File: src/design/thermal_monitor_regs.vh
// Function
// - One remote result step is one eighth degree; span -128 to 127.875 degrees.
// - Remote high byte holds whole degrees as two's complement; local result stores measurement bits 6..0, bit 7 zero.
// - Remote low byte holds three fraction bits in bits 7..5, rest zero.
// - Measured remote values below zero are clamped to zero.
// - Both channels compared against high and low limits after each sample.
// - Separate read and write addresses; crossing them gives invalid data.
// - First written byte loads the pointer; it selects later access.
// - Result registers written only by conversion engine; bus read-only.
// - Offset is 11-bit two's complement: high at 0x11, low at 0x12.
// - Offset negative when bit 7 of offset high byte is one.
// - Offset added to each remote sample; resets to zero.
// - Offset accepts -128 to +127.875 degrees in eighth steps.
// - Offset sum saturates at positive or negative extreme.
// - Results read at 00, 01, 10; high bytes reset 0x80, low byte zero.
// - Local high limit read 05, written 0B, resets 0x7F.
// - Local low limit read 06, written 0C, resets 0xC9.
// - Remote high limit: read 07, write 0D, reset 0x7F; low at 13.
// - Remote low limit: read 08, write 0E, reset 0xC9; low at 14.
// - Writing 0F triggers one measurement; data discarded, no storage.
// - A one-shot from standby converts once, then returns to standby.
`ifndef THERMAL_MONITOR_REGS_VH
`define THERMAL_MONITOR_REGS_VH
`define RD_LOCAL_RESULT     8'h00
`define RD_REMOTE_RES_HI    8'h01
`define RD_ALARM_FLAGS      8'h02
`define RD_DEVICE_SETUP     8'h03
`define RD_SAMPLE_RATE      8'h04
`define RD_LOCAL_UPPER      8'h05
`define RD_LOCAL_LOWER      8'h06
`define RD_REMOTE_UPPER_HI  8'h07
`define RD_REMOTE_LOWER_HI  8'h08
`define RD_REMOTE_RES_LO    8'h10
`define RD_RSVD_A           8'h19
`define RD_MAKER_ID         8'hfe
`define RD_SILICON_REV      8'hff
`define WR_DEVICE_SETUP     8'h09
`define WR_SAMPLE_RATE      8'h0a
`define WR_LOCAL_UPPER      8'h0b
`define WR_LOCAL_LOWER      8'h0c
`define WR_REMOTE_UPPER_HI  8'h0d
`define WR_REMOTE_LOWER_HI  8'h0e
`define WR_SINGLE_MEASURE   8'h0f
`define RW_OFFSET_HI        8'h11
`define RW_OFFSET_LO        8'h12
`define RW_REMOTE_UPPER_LO  8'h13
`define RW_REMOTE_LOWER_LO  8'h14
`define RST_RESULT_HI       8'h80
`define RST_RESULT_LO       8'h00
`define RST_SETUP           8'h00
`define RST_RATE            8'h02
`define RST_UPPER           8'h7f
`define RST_LOWER           8'hc9
`define RST_OFFSET          8'h00
`define RST_LIMIT_LO        8'h00
`define SETUP_MASK_BIT      7
`define SETUP_STANDBY_BIT   6
`define FLAG_BUSY_BIT       7
`define FLAG_LHIGH_BIT      6
`define FLAG_LLOW_BIT       5
`define FLAG_RHIGH_BIT      4
`define FLAG_RLOW_BIT       3
`define FLAG_OPEN_BIT       2
`define FRAC_LSB            5
`define RESULT_MAX          11'h3ff
`define SUM_POS_MAX         11'h3ff
`define SUM_NEG_MIN         11'h400
`endif

File: src/design/thermal_monitor.v
`timescale 1ns/1ps
`include "thermal_monitor_regs.vh"
module thermal_monitor #(
  parameter [7:0] MAKER_ID_VALUE = 8'h5a, // Arbitrary value
  parameter [7:0] SILICON_REV    = 8'h01  // Arbitrary value
) (
  input  wire        mclk_i,
  input  wire        rst_b_i,
  input  wire        wr_ptr_i,
  input  wire        wr_data_i,
  input  wire        rd_data_i,
  input  wire [7:0]  bus_wdata_i,
  output reg  [7:0]  bus_rdata_o,
  input  wire        sample_tick_i,
  input  wire        conv_done_i,
  input  wire [7:0]  local_meas_i,
  input  wire [10:0] remote_meas_i,
  input  wire        remote_neg_i,
  input  wire        remote_open_i,
  input  wire        standby_pin_b_i,
  output wire        conv_start_o,
  output wire        standby_o,
  output wire        alert_mask_o,
  output wire [7:0]  rate_code_o,
  output wire        conv_busy_o,
  output wire [4:0]  limit_trip_o
);

  ////////////////////////////////////////////////////////////////////////////
  // Registers

  reg  [7:0]  ptr_q;
  reg  [7:0]  local_res_q;
  reg  [7:0]  remote_hi_q;
  reg  [7:0]  remote_lo_q;
  reg  [7:0]  setup_q;
  reg  [7:0]  rate_q;
  reg  [7:0]  local_upper_q;
  reg  [7:0]  local_lower_q;
  reg  [7:0]  remote_upper_hi_q;
  reg  [7:0]  remote_lower_hi_q;
  reg  [7:0]  offset_hi_q;
  reg  [7:0]  offset_lo_q;
  reg  [7:0]  remote_upper_lo_q;
  reg  [7:0]  remote_lower_lo_q;
  reg  [4:0]  trip_q;
  reg         busy_q;
  reg         one_shot_q;
  reg         stby_meta_q;
  reg         stby_sync_q;

  wire        one_shot_wr;
  wire        standby;
  wire [11:0] off_ext;
  wire [11:0] meas_ext;
  wire [11:0] sum;
  reg  [10:0] remote_sat;
  wire [10:0] remote_res;
  wire [10:0] remote_upper;
  wire [10:0] remote_lower;
  reg  [7:0]  rdata_d;

  // Limits are signed bytes; results share the same signed compare
  function gt_signed;
    input [10:0] a;
    input [10:0] b;
    begin
      gt_signed = $signed(a) > $signed(b);
    end
  endfunction

  ////////////////////////////////////////////////////////////////////////////
  // Standby pin synchroniser

  always @(posedge mclk_i)
  begin
    if (!rst_b_i)
    begin
      stby_meta_q <= 1'b1;
      stby_sync_q <= 1'b1;
    end
    else
    begin
      stby_meta_q <= standby_pin_b_i;
      stby_sync_q <= stby_meta_q;
    end
  end

  assign standby = setup_q[`SETUP_STANDBY_BIT] | ~stby_sync_q;
  // A pointer byte takes priority, so it must not also fire the one-shot
  assign one_shot_wr = wr_data_i && !wr_ptr_i &&
                       (ptr_q == `WR_SINGLE_MEASURE);

  ////////////////////////////////////////////////////////////////////////////
  // Conversion control

  // A conversion starts on a rate tick while running, or once per one-shot
  // in standby or running; the one-shot request is consumed by the start.
  assign conv_start_o = ~busy_q &
                        ((~standby & sample_tick_i) | one_shot_q);
  assign conv_busy_o  = busy_q;
  assign standby_o    = standby;
  assign alert_mask_o = setup_q[`SETUP_MASK_BIT];
  assign rate_code_o  = rate_q;
  assign limit_trip_o = trip_q;

  always @(posedge mclk_i)
  begin
    if (!rst_b_i)
    begin
      busy_q     <= 1'b0;
      one_shot_q <= 1'b0;
    end
    else
    begin
      if (conv_start_o)
        busy_q <= 1'b1;
      else if (conv_done_i)
        busy_q <= 1'b0;
      // New request wins over consumption in the same cycle
      if (one_shot_wr)
        one_shot_q <= 1'b1;
      else if (conv_start_o)
        one_shot_q <= 1'b0;
    end
  end

  ////////////////////////////////////////////////////////////////////////////
  // Remote offset path

  assign off_ext  = {offset_hi_q[7], offset_hi_q,
                     offset_lo_q[7:`FRAC_LSB]};
  // Sub-zero measurements clamp to zero before the offset
  assign meas_ext = remote_neg_i ? 12'h000 : {1'b0, remote_meas_i};
  assign sum      = meas_ext + off_ext;

  always @*
  begin
    remote_sat = sum[10:0];
    if (!sum[11] && sum[10])
      remote_sat = `SUM_POS_MAX;
    else if (sum[11] && !sum[10])
      remote_sat = `SUM_NEG_MIN;
    else
      remote_sat = sum[10:0];
  end

  ////////////////////////////////////////////////////////////////////////////
  // Limit comparison

  assign remote_res   = {remote_hi_q, remote_lo_q[7:`FRAC_LSB]};
  assign remote_upper = {remote_upper_hi_q, remote_upper_lo_q[7:`FRAC_LSB]};
  assign remote_lower = {remote_lower_hi_q, remote_lower_lo_q[7:`FRAC_LSB]};

  ////////////////////////////////////////////////////////////////////////////
  // Result and trip registers

  always @(posedge mclk_i)
  begin
    if (!rst_b_i)
    begin
      local_res_q <= `RST_RESULT_HI;
      remote_hi_q <= `RST_RESULT_HI;
      remote_lo_q <= `RST_RESULT_LO;
      trip_q      <= 5'h00;
    end
    else if (conv_done_i && busy_q)
    begin
      // Only the conversion engine writes results
      local_res_q <= {1'b0, local_meas_i[6:0]};
      remote_hi_q <= remote_sat[10:3];
      remote_lo_q <= {remote_sat[2:0], 5'h00};
    end
    else
    begin
      // Compare runs the cycle after storing so stored values are used
      trip_q[4] <= gt_signed({local_res_q, 3'h0},
                             {local_upper_q, 3'h0});
      trip_q[3] <= gt_signed({local_lower_q, 3'h0},
                             {local_res_q, 3'h0});
      trip_q[2] <= gt_signed(remote_res, remote_upper);
      trip_q[1] <= gt_signed(remote_lower, remote_res);
      trip_q[0] <= remote_open_i;
    end
  end

  ////////////////////////////////////////////////////////////////////////////
  // Pointer and writable registers

  always @(posedge mclk_i)
  begin
    if (!rst_b_i)
    begin
      ptr_q             <= 8'h00;
      setup_q           <= `RST_SETUP;
      rate_q            <= `RST_RATE;
      local_upper_q     <= `RST_UPPER;
      local_lower_q     <= `RST_LOWER;
      remote_upper_hi_q <= `RST_UPPER;
      remote_lower_hi_q <= `RST_LOWER;
      offset_hi_q       <= `RST_OFFSET;
      offset_lo_q       <= `RST_OFFSET;
      remote_upper_lo_q <= `RST_LIMIT_LO;
      remote_lower_lo_q <= `RST_LIMIT_LO;
    end
    else if (wr_ptr_i)
      ptr_q <= bus_wdata_i;
    else if (wr_data_i)
    begin
      // Read addresses are not decoded here, so crossed writes are dropped
      case (ptr_q)
        `WR_DEVICE_SETUP:    setup_q <= bus_wdata_i;
        `WR_SAMPLE_RATE:     rate_q <= bus_wdata_i;
        `WR_LOCAL_UPPER:     local_upper_q <= bus_wdata_i;
        `WR_LOCAL_LOWER:     local_lower_q <= bus_wdata_i;
        `WR_REMOTE_UPPER_HI: remote_upper_hi_q <= bus_wdata_i;
        `WR_REMOTE_LOWER_HI: remote_lower_hi_q <= bus_wdata_i;
        `RW_OFFSET_HI:       offset_hi_q <= bus_wdata_i;
        `RW_OFFSET_LO:       offset_lo_q <= {bus_wdata_i[7:5], 5'h00};
        `RW_REMOTE_UPPER_LO: remote_upper_lo_q <= {bus_wdata_i[7:5], 5'h00};
        `RW_REMOTE_LOWER_LO: remote_lower_lo_q <= {bus_wdata_i[7:5], 5'h00};
        default:             ptr_q <= ptr_q;
      endcase
    end
  end

  ////////////////////////////////////////////////////////////////////////////
  // Read mux

  always @*
  begin
    rdata_d = 8'h00;
    case (ptr_q)
      `RD_LOCAL_RESULT:    rdata_d = local_res_q;
      `RD_REMOTE_RES_HI:   rdata_d = remote_hi_q;
      `RD_ALARM_FLAGS:     rdata_d = {busy_q, trip_q, 2'b00};
      `RD_DEVICE_SETUP:    rdata_d = setup_q;
      `RD_SAMPLE_RATE:     rdata_d = rate_q;
      `RD_LOCAL_UPPER:     rdata_d = local_upper_q;
      `RD_LOCAL_LOWER:     rdata_d = local_lower_q;
      `RD_REMOTE_UPPER_HI: rdata_d = remote_upper_hi_q;
      `RD_REMOTE_LOWER_HI: rdata_d = remote_lower_hi_q;
      `RD_REMOTE_RES_LO:   rdata_d = remote_lo_q;
      `RW_OFFSET_HI:       rdata_d = offset_hi_q;
      `RW_OFFSET_LO:       rdata_d = offset_lo_q;
      `RW_REMOTE_UPPER_LO: rdata_d = remote_upper_lo_q;
      `RW_REMOTE_LOWER_LO: rdata_d = remote_lower_lo_q;
      `RD_RSVD_A:          rdata_d = 8'h00;
      `RD_MAKER_ID:        rdata_d = MAKER_ID_VALUE;
      `RD_SILICON_REV:     rdata_d = SILICON_REV;
      default:             rdata_d = 8'h00;
    endcase
  end

  always @(posedge mclk_i)
  begin
    if (!rst_b_i)
      bus_rdata_o <= 8'h00;
    else if (rd_data_i)
      bus_rdata_o <= rdata_d;
  end

endmodule // thermal_monitor

File: config.mk
export PLATFORM = sky130hd
export DESIGN_NAME = thermal_monitor
export DESIGN_NICKNAME = d
export VERILOG_FILES = /design/src/design/thermal_monitor.v
export VERILOG_INCLUDE_DIRS = /design/src /design/src/design
export SDC_FILE = /design/constraint.sdc
export NUM_CORES = 1
export LEC_CHECK = 0
export BUFFER_PORTS_ARGS = -buffer_cell sky130_fd_sc_hd__buf_2
export CAP_MARGIN = 20
export CORE_UTILIZATION = 60
export DETAILED_ROUTE_END_ITERATION = 6
export GPL_TIMING_DRIVEN = 0
export PLACE_DENSITY = 0.84
export SETUP_SLACK_MARGIN = 0.5
export SLEW_MARGIN = 20
export SYNTH_ARGS = -nofsm -noshare
export SYNTH_HDL_FRONTEND = slang
export SYNTH_SLANG_ARGS = --single-unit
File: constraint.sdc
create_clock -name mclk_i -period 5.7 [get_ports mclk_i]
set_input_delay 0 -clock mclk_i [delete_from_list [all_inputs] [get_ports mclk_i]]
set_output_delay 0 -clock mclk_i [all_outputs]
set_load 0.01 [all_outputs]
==> metrics.sh, run 1 <==
GRT_PASS1_VIAS=6274
OUTCOME='complete, no violations'
PIN_COUNT_OF_THE_BIGGEST_NET_ENTERING_GLOBAL_ROUTING=17
WORST_SETUP_PATH_END_KIND='register'
SUM_OF_NEGATIVE_SETUP_SLACK_NS=0
WORST_R2R_ENDPOINT='remote_hi_q[6]'
TRITONCTS='built'
PATH_DEPTH=9
TIMING.FINAL.MAX_SLEW_VIOLATIONS=0
DRT_PASS1_ITERATIONS=7
DETAIL_ROUTE.WIRELENGTH_MM=22.17
VIA_PER_INST=6.471
GLOBALROUTE.TOTALOVERFLOW=0
ENDPOINT='remote_hi_q[6]'
YOSYSUNIQUECELLTYPES=62
FINALNETCOUNT=936
LAYOUT-DRIVE-GT1-SHARE_PCT=10.89
RRSETUPSLACK_NS=2.57
WORSTMARGINPINSLEW_NS=1.128
SYNTH_AREA_LEADER_CELL='sky130_fd_sc_hd__dfxtp_1'
PLACE.GP.CONGESTION=1.053
MULTI_INPUT_AREA_SQ_MM=0.003948
SYNTH_CELLS=770
CRITPATHBUFINV=1
SYNTH_FP_NETS=857
INITIAL_ANTENNA_VIOLATION_COUNT=0
POWER_DENSITY_mW_PER_MM2=214.5
YOSYS_WARNINGS=0
MAXSLEWHEADROOM_PCT=24.24
WORST-ENDPOINT-ARRIVAL_NS=3.40
FP.DIEAREA_SQ_MM=0.01128
POSTCTSRESIZEDCELLS=0
CP_TOP_FAMILY='compound AO/OA/AOI/OAI gates'
CORE_AREA_SQ_MM=0.01042
MAPPEDNETLISTAREA_SQ_MM=0.006515
POSTCTS_SETUP_BUFS=0
FILLCELLCOUNT=863
NUMBER_OF_SYNTHESIZED_FLOPS_WITH_AN_ENABLE_PIN=0
CRITICAL-PATH-MAX-STAGE-DELAY_NS=0.46
PERIOD_SHARE_PCT=54.87
VERTICAL_DIE_DIMENSION_UM=106.2
CP_CELL_SEQUENCE='ha_1, a21o_1, a21oi_1, o31a_1, o311ai_0, a311oi_1, buf_2, a21oi_1, a221oi_1'
WORST-ENDPOINT-REQUIRED_NS=5.97
LEAKAGE_nW=3.303
ANTENNA_CELLS=0
CRIT_PATH_START='offset_lo_q[6]'
CTS.PATH.MAX_BUFFERS=2
FINALSETUPVIOLCOUNT=0
IO_PINS=62
SYNTHTOPCELLSBYAREA='sky130_fd_sc_hd__dfxtp_1 (33%), sky130_fd_sc_hd__mux2i_1 (10%), sky130_fd_sc_hd__ha_1 (9.4%), sky130_fd_sc_hd__nand2_1 (5.1%), sky130_fd_sc_hd__nor2b_1 (4.8%)'
REG2REG_FROM='offset_lo_q[6]'
CP_MAX_FO=10
GRT_SETUP_UNREPAIRED='no'
NUM_VIAS=6406
FINALINSTANCEAREA_SQ_MM=0.007303
TIMING.MAX_CAP.VIOLATIONS=0
PATH_CLASS='register to register'
CRITICAL-PATH-TOP-CELL-BY-COUNT='sky130_fd_sc_hd__a21oi_1'
FIRST_PASS_GRT_WIRE_LENGTH_MM=33.91
PLACEMENT_ROWS=37
POSTSYNTHAREAPERCELL_SQ_UM=8.461
FINAL_ANTENNA_NET_COUNT=0
DR.FIRST_ITER.DRC_COUNT=609
DRC=0
SYNTH.FF_LATCH_COUNT=109
ASYNC_RESET_FF_SHARE_PCT=0
CTS_ROOT_BUF='sky130_fd_sc_hd__clkbuf_8'
FINAL.SETUP_SKEW_NS=0.01733
YS_SEQ_AREA_SHARE_PCT=33.49
CLK-INSERTION-DELAY-LATE_NS=0.40
CTS_INSERTED_BUFFERS=9
PLACEMENT.CELL_AREA_SQ_MM=0.006950
MAX_FREQ_MHz=319.8
TIME_THE_FINAL_WORST_PATH_NEEDS_WITH_I_O_DELAYS_AND_SETUP_NS=3.127
HPWLAFTERDP_MM=16.37
IRDROPWORSTVDD_uV=208.5
AVGROUTEDWIREPERCELL_UM=22.39
HOLD_CLASS='input port to register'
PORT-BUFFER-COUNT=53
R2R.WORST_PATH.CELLS=9
START_KIND='register'
WORST_SETUP_HOLD_PATH_CLK_SLEW_NS=0.10
FF_LATCH_AREA_SQ_MM=0.002182
MAX_STAGE_DELAY_CELL_WORST_PATH='sky130_fd_sc_hd__dfxtp_1'
CLOCK-SINKS=109
FRACTION_OF_SYNTHESIZED_CELL_AREA_TAKEN_BY_THE_TOP_AREA_CELL_TYPE_PCT=33.49
FIN_TOTAL_PWR_mW=1.567
DIE_X_UM=106.2
DEPTH_OF_THE_CTS_H_TREE=3
FINALHOLDVIOLATIONS=0
INITIAL_UTILIZATION_PCT=62.55
GRT_UTIL_ALL_LAYERS_PCT=40.52
DOMINANTREGCELLSYNTH='sky130_fd_sc_hd__dfxtp_1'
AREA_GROWTH_PCT=12.10
[placed cells by master (no fill, tap or decap), types with 9 or more instances in the layout]
master                            n
sky130_fd_sc_hd__a21boi_0        10
sky130_fd_sc_hd__a21oi_1         45
sky130_fd_sc_hd__a221oi_1        17
sky130_fd_sc_hd__a22oi_1          9
sky130_fd_sc_hd__buf_2           58
sky130_fd_sc_hd__clkbuf_1        41
sky130_fd_sc_hd__clkbuf_8        11
sky130_fd_sc_hd__dfxtp_1        109
sky130_fd_sc_hd__dlygate4sd3_1   15
sky130_fd_sc_hd__ha_1            49
sky130_fd_sc_hd__inv_1           52
sky130_fd_sc_hd__mux2i_1         67
sky130_fd_sc_hd__nand2_1         88
sky130_fd_sc_hd__nand3_1         27
sky130_fd_sc_hd__nor2_1          35
sky130_fd_sc_hd__nor2b_1         50
sky130_fd_sc_hd__nor3_1          10
sky130_fd_sc_hd__o21ai_0         38
[tightest hold or removal path, stage by stage]
cell	delay, ns
sky130_fd_sc_hd__buf_2	0.10
sky130_fd_sc_hd__and2_1	0.16
sky130_fd_sc_hd__nand2_1	0.06
sky130_fd_sc_hd__a21boi_0	0.07
[per-layer routing]
layer	vias to the layer above	track usage (%)	share of wire [%]	routed length (um)
li1	2891	-	-	-
met1	2999	50.27	39	8661
met2	410	62.48	44	9795
met3	106	10.79	10	2301
met4	0	25.00	6.4	1413
met5	-	0	0	0
[registers in the layout, indices dropped and copies added, names as in the netlist]
signal,cells
bus_rdata_o,8
local_lower_q,8
local_res_q,8
local_upper_q,8
offset_hi_q,8
ptr_q,8
rate_code_o,8
remote_hi_q,8
remote_lower_hi_q,8
remote_upper_hi_q,8
setup_q,8
limit_trip_o,5
offset_lo_q,3
remote_lo_q,3
remote_lower_lo_q,3
remote_upper_lo_q,3
conv_busy_o,1
one_shot_q,1
stby_meta_q,1
stby_sync_q,1
[cell usage after synthesis, types with 3 or more instances]
cell	number
sky130_fd_sc_hd__mux2_2	5
sky130_fd_sc_hd__ha_1	49
sky130_fd_sc_hd__a22oi_1	9
sky130_fd_sc_hd__o311ai_0	3
sky130_fd_sc_hd__a31oi_1	7
sky130_fd_sc_hd__dfxtp_1	109
sky130_fd_sc_hd__nand2_1	88
sky130_fd_sc_hd__a21o_1	8
sky130_fd_sc_hd__nand4_1	8
sky130_fd_sc_hd__o31ai_1	3
sky130_fd_sc_hd__o21ai_0	38
sky130_fd_sc_hd__mux2i_1	67
sky130_fd_sc_hd__nor3_1	10
sky130_fd_sc_hd__a211oi_1	4
sky130_fd_sc_hd__a21oi_1	45
sky130_fd_sc_hd__nor2_1	35
sky130_fd_sc_hd__buf_2	5
sky130_fd_sc_hd__a221oi_1	17
sky130_fd_sc_hd__o211ai_1	7
sky130_fd_sc_hd__xnor2_1	6
sky130_fd_sc_hd__a21boi_0	10
sky130_fd_sc_hd__a22o_1	6
sky130_fd_sc_hd__clkbuf_1	39
sky130_fd_sc_hd__nand2b_1	8
sky130_fd_sc_hd__o221ai_1	3
sky130_fd_sc_hd__or3_1	3
sky130_fd_sc_hd__inv_1	52
sky130_fd_sc_hd__o21a_1	4
sky130_fd_sc_hd__and2_1	4
sky130_fd_sc_hd__nor2b_1	50
sky130_fd_sc_hd__nand3_1	27
[per-stage QoR]
step / instances / hold WS, ns / utilization [%] / setup WS, ns
after floorplan: 770 / 0.1015 / - / 3.446
after global placement: 959 / 0.1848 / 66.73 / 2.870
after detailed placement: 959 / 0.1949 / 66.73 / 2.614
after CTS: 990 / 0.01901 / 70.11 / 2.730
after global routing: 990 / 0.04187 / 70.11 / 2.422
final: 990 / 0.03295 / 70.11 / 2.573
[cell families (layout without fill, tap and decap cells)]
group | Yosys count | count (layout) | synth area share (%)
compound gates | 177 | 177 | 17.88
flops | 109 | 109 | 33.49
xor+xnor | 8 | 8 | 1.076
mux | 74 | 74 | 11.85
fa+ha+maj | 50 | 50 | 9.718
simple gates | 253 | 253 | 20.07
buf+inv | 99 | 183 | 5.915
[worst min path at each step]
stage	depth (start not counted)	slack, ns	to	from
6_report	4	0.03	local_res_q[3]	conv_done_i
3_3_place_gp	2	0.18	stby_meta_q	standby_pin_b_i
5_1_grt	3	0.04	ptr_q[2]	wr_ptr_i
3_5_place_dp	2	0.19	stby_meta_q	standby_pin_b_i
4_1_cts	4	0.02	local_res_q[3]	conv_done_i
2_1_floorplan	1	0.10	stby_meta_q	standby_pin_b_i
[layout make-up]
class                           instances  share of cell area [%]
Buffer                                 47                   2.604
Multi-Input combinational cell        562                   54.05
Timing Repair Buffer                   68                   5.688
Clock buffer                           13                   2.176
Tap cell                              136                   2.330
Inverter                               52                   2.673
Clock inverter                          3                  0.5996
Sequential cell                       109                   29.88
[what timing repair did]
| action | in CTS | in global routing |
|---|---|---|
| hold endpoints to repair | 15 | 0 |
| hold buffers | 15 | 0 |
| setup endpoints to repair | 0 | 0 |
[report_power, final]
part	total [mW]	switching [mW]	internal, mW
clock	0.504	0.276	0.228
combinational	0.263	0.168	0.0952
sequential	0.799	0.0190	0.780
total	1.57	0.463	1.10
No activity file was read; power rests on OpenSTA's default activity.
==> run 2: changes to the inputs <==
--- a/config.mk
+++ b/config.mk
@@ -6,6 +6,7 @@
 export SDC_FILE = /design/constraint.sdc
 export NUM_CORES = 1
 export LEC_CHECK = 0
+export ABC_AREA = 1
 export BUFFER_PORTS_ARGS = -buffer_cell sky130_fd_sc_hd__buf_2
 export CAP_MARGIN = 20
 export CORE_UTILIZATION = 60
==> constraint.sdc (replaced) <==
create_clock -name mclk_i -period 3.2 [get_ports mclk_i]
set_input_delay 0 -clock mclk_i [delete_from_list [all_inputs] [get_ports mclk_i]]
set_output_delay 0 -clock mclk_i [all_outputs]
set_load 0.01 [all_outputs]
==> metrics.sh, run 2 <==
YOSYS_WARNINGS=0  # unchanged
DEPTH_OF_THE_CTS_H_TREE=3  # unchanged
SYNTHTOPCELLSBYAREA='sky130_fd_sc_hd__dfxtp_1 (34%), sky130_fd_sc_hd__nand2_1 (11%), sky130_fd_sc_hd__ha_1 (9.6%), sky130_fd_sc_hd__inv_1 (7.7%), sky130_fd_sc_hd__a21oi_1 (6.8%)'
YOSYSUNIQUECELLTYPES=38  # -39%
POWER_DENSITY_mW_PER_MM2=366.6  # +71%
FINAL_COMMON_CELL='sky130_fd_sc_hd__nand2_1'
GRT_PASS1_VIAS=5931  # -5.5%
PLACEMENT.SETUP.WORST_SLACK_NS=0.8756  # -1.738 ns
TIME_THE_FINAL_WORST_PATH_NEEDS_WITH_I_O_DELAYS_AND_SETUP_NS=2.181  # -0.9461 ns
FINAL.SETUP_SKEW_NS=0.01454  # -0.002791 ns
WORSTMARGINPINSLEW_NS=0.6437  # -0.4840 ns
PATH_CLASS='register to register'
VIA_PER_INST=5.713  # -12%
CP_MAX_FO=10  # unchanged
OUTCOME='complete, no violations'
CLOCK-SINKS=109  # unchanged
MAXSLEWHEADROOM_PCT=57.09  # +33 points
ANTENNA_CELLS=0  # unchanged
SYNTH_AREA_LEADER_CELL='sky130_fd_sc_hd__dfxtp_1'
CTS_INSERTED_BUFFERS=9  # unchanged
FP.DIEAREA_SQ_MM=0.01104  # -2.1%
FINALHOLDVIOLATIONS=0  # unchanged
ASYNC_RESET_FF_SHARE_PCT=0  # unchanged
MAPPEDNETLISTAREA_SQ_MM=0.006376  # -2.1%
GRT_UTIL_ALL_LAYERS_PCT=35.72  # -4.8 points
MAX_FREQ_MHz=458.4  # +43%
FILLCELLCOUNT=913  # +5.8%
IRDROPWORSTVDD_uV=401.1  # +92%
DRT_PASS1_ITERATIONS=7  # unchanged
DOMINANTREGCELLSYNTH='sky130_fd_sc_hd__dfxtp_1'
FINALNETCOUNT=1103  # +18%
CTS_ROOT_BUF='sky130_fd_sc_hd__clkbuf_8'
TRITONCTS='built'
GLOBALROUTE.TOTALOVERFLOW=0  # unchanged
MOST-COMMON-LAYOUT-CELLS='sky130_fd_sc_hd__nand2_1 (191), sky130_fd_sc_hd__inv_1 (131), sky130_fd_sc_hd__dfxtp_1 (109), sky130_fd_sc_hd__a21oi_1 (86), sky130_fd_sc_hd__o21ai_0 (81)'
SUM_OF_NEGATIVE_SETUP_SLACK_NS=0  # unchanged
YOSYSMOSTFREQUENTCELL='sky130_fd_sc_hd__nand2_1'
FINAL_ANTENNA_NET_COUNT=0  # unchanged
SYNTH.FF_LATCH_COUNT=109  # unchanged
SYNTH_CELLS=927  # +20%
HPWLAFTERDP_MM=14.77  # -9.8%
DIE_X_UM=105.1  # -1.1%
FIRST_PASS_GRT_WIRE_LENGTH_MM=30.33  # -11%
WORST_SETUP_HOLD_PATH_CLK_SLEW_NS=0.11  # about the same
IO_PINS=62  # unchanged
DRC=0  # unchanged
INITIAL_UTILIZATION_PCT=61.76  # -0.78 points
DR.FIRST_ITER.DRC_COUNT=642  # +5.4%
DETAIL_ROUTE.WIRELENGTH_MM=19.12  # -14%
WORST_SETUP_PATH_END_KIND='register'
PIN_COUNT_OF_THE_BIGGEST_NET_ENTERING_GLOBAL_ROUTING=20  # +3
TIMING.FINAL.MAX_SLEW_VIOLATIONS=0  # unchanged
WORST-ENDPOINT-ARRIVAL_NS=2.45  # -0.95 ns
CTS.PATH.MAX_BUFFERS=2  # unchanged
INITIAL_ANTENNA_VIOLATION_COUNT=0  # unchanged
AREA_GROWTH_PCT=13.23
PLACE.GP.CONGESTION=0.9912  # -5.9%
NUM_VIAS=6610  # +3.2%
VERTICAL_DIE_DIMENSION_UM=105.1  # -1.1%
HOLD_SLACK_NS=0.05909  # +0.02614 ns
FINALSETUPVIOLCOUNT=0  # unchanged
YS_SEQ_AREA_SHARE_PCT=34.22  # +0.73 points
HOLD_CLASS='input port to register'
POSTSYNTHAREAPERCELL_SQ_UM=6.878  # -19%
TIMING.MAX_CAP.VIOLATIONS=0  # unchanged
START_KIND='register'
LAYOUT-DRIVE-GT1-SHARE_PCT=11.26  # +0.37 points
SYNTH_FP_NETS=1014  # +18%
PERIOD_SHARE_PCT=68.16  # +13 points
LEAKAGE_nW=3.524  # +6.7%
PORT-BUFFER-COUNT=58  # +9.4%
SETUP_WS_NS=1.019  # -1.554 ns
PLACEMENT_ROWS=37  # unchanged
CLK-INSERTION-DELAY-LATE_NS=0.40  # about the same
FRACTION_OF_SYNTHESIZED_CELL_AREA_TAKEN_BY_THE_TOP_AREA_CELL_TYPE_PCT=34.22  # +0.73 points
SYNTH_TOP_CELLS_BY_COUNT='sky130_fd_sc_hd__nand2_1 (191), sky130_fd_sc_hd__inv_1 (131), sky130_fd_sc_hd__dfxtp_1 (109)'
NUMBER_OF_SYNTHESIZED_FLOPS_WITH_AN_ENABLE_PIN=0  # unchanged
CORE_AREA_SQ_MM=0.01032  # -0.89%
GRT_SETUP_UNREPAIRED='no'
AVGROUTEDWIREPERCELL_UM=16.52  # -26%
WORST-ENDPOINT-REQUIRED_NS=3.46  # -2.51 ns
[run 2: cell count changes in the layout (fill, tap and decap cells not counted), moves of 17 or more]
cell / before / now
sky130_fd_sc_hd__a221oi_1: 17 / 0
sky130_fd_sc_hd__nand2_1: 88 / 191
sky130_fd_sc_hd__nor2b_1: 50 / 0
sky130_fd_sc_hd__nand3_1: 27 / 73
sky130_fd_sc_hd__inv_1: 52 / 131
sky130_fd_sc_hd__nor2_1: 35 / 78
sky130_fd_sc_hd__o21ai_0: 38 / 81
sky130_fd_sc_hd__clkbuf_1: 41 / 15
sky130_fd_sc_hd__mux2i_1: 67 / 0
sky130_fd_sc_hd__a21oi_1: 45 / 86
[run 2: worst paths after layout]
| path | endpoint | slack, ns | depth (start not counted) | startpoint |
|---|---|---|---|---|
| max | remote_hi_q[4] | 1.02 | 9 | offset_lo_q[5] |
| min | one_shot_q | 0.06 | 5 | wr_data_i |
| max reg2reg | remote_hi_q[4] | 1.02 | 9 | offset_lo_q[5] |
| min reg2reg | stby_sync_q | 0.43 | 1 | stby_meta_q |
[run 2: area by class of cell]
| class | instances | area [sq um] | area share, % |
|---|---|---|---|
| clock inverter | 7 | 58.81 | 0.8146 |
| inverter | 139 | 521.8 | 7.227 |
| multi-input combinational | 654 | 3551 | 49.19 |
| tap | 136 | 170.2 | 2.357 |
| sequential | 109 | 2182 | 30.23 |
| clock buffer | 9 | 123.9 | 1.716 |
| buffer | 25 | 121.4 | 1.681 |
| timing repair buffer | 78 | 490.5 | 6.794 |
[run 2: where the power goes]
group | total, mW | internal [mW] | switching [mW]
Combinational | 0.396 | 0.134 | 0.262
Clock | 0.818 | 0.294 | 0.523
Sequential | 1.43 | 1.39 | 0.0413
Total | 2.65 | 1.82 | 0.826
[run 2: repair_timing]
action,in CTS,in global routing
endpoints found under the setup margin,0,0
endpoints found under the hold margin,40,0
buffers inserted,0,0
resized for setup,0,0
hold buffers,20,0
[run 2: logic make-up after synthesis]
family,share of synthesized area (%)
AO/OA/AOI/OAI,17.62
XOR/XNOR,0.9616
AND/OR/NAND/NOR,27.18
flip-flops,34.22
buffers and inverters,10.09
adder cells (fa/ha/maj),9.929
[run 2: stage by stage]
stage	util [%]	instances	cell area [sq um]	power, mW
5_1_grt	69.93	1157	7219	2.734
3_3_place_gp	66.22	1121	6837	1.820
3_5_place_dp	66.22	1121	6837	1.825
2_1_floorplan	-	927	6376	1.687
6_report	69.93	1157	7219	2.647
4_1_cts	69.93	1157	7219	2.629
[run 2: per-layer routing]
| metal | GRT usage, % | vias up | share of wire (%) |
|---|---|---|---|
| met5 | 0 | - | 0 |
| met4 | 13.18 | 0 | 3.5 |
| li1 | - | 3239 | - |
| met1 | 49.07 | 2959 | 43 |
| met3 | 8.359 | 60 | 11 |
| met2 | 54.40 | 352 | 43 |
[run 2: worst max-delay path, cell delays in order (launching register included)]
cell and delay (ns):
sky130_fd_sc_hd__dfxtp_1 0.39, sky130_fd_sc_hd__ha_1 0.18, sky130_fd_sc_hd__inv_1 0.05, sky130_fd_sc_hd__fa_1 0.46, sky130_fd_sc_hd__inv_1 0.11, sky130_fd_sc_hd__nand3_1 0.12
sky130_fd_sc_hd__nand4_1 0.12, sky130_fd_sc_hd__nand2_1 0.07, sky130_fd_sc_hd__a21oi_2 0.41, sky130_fd_sc_hd__a21oi_1 0.12
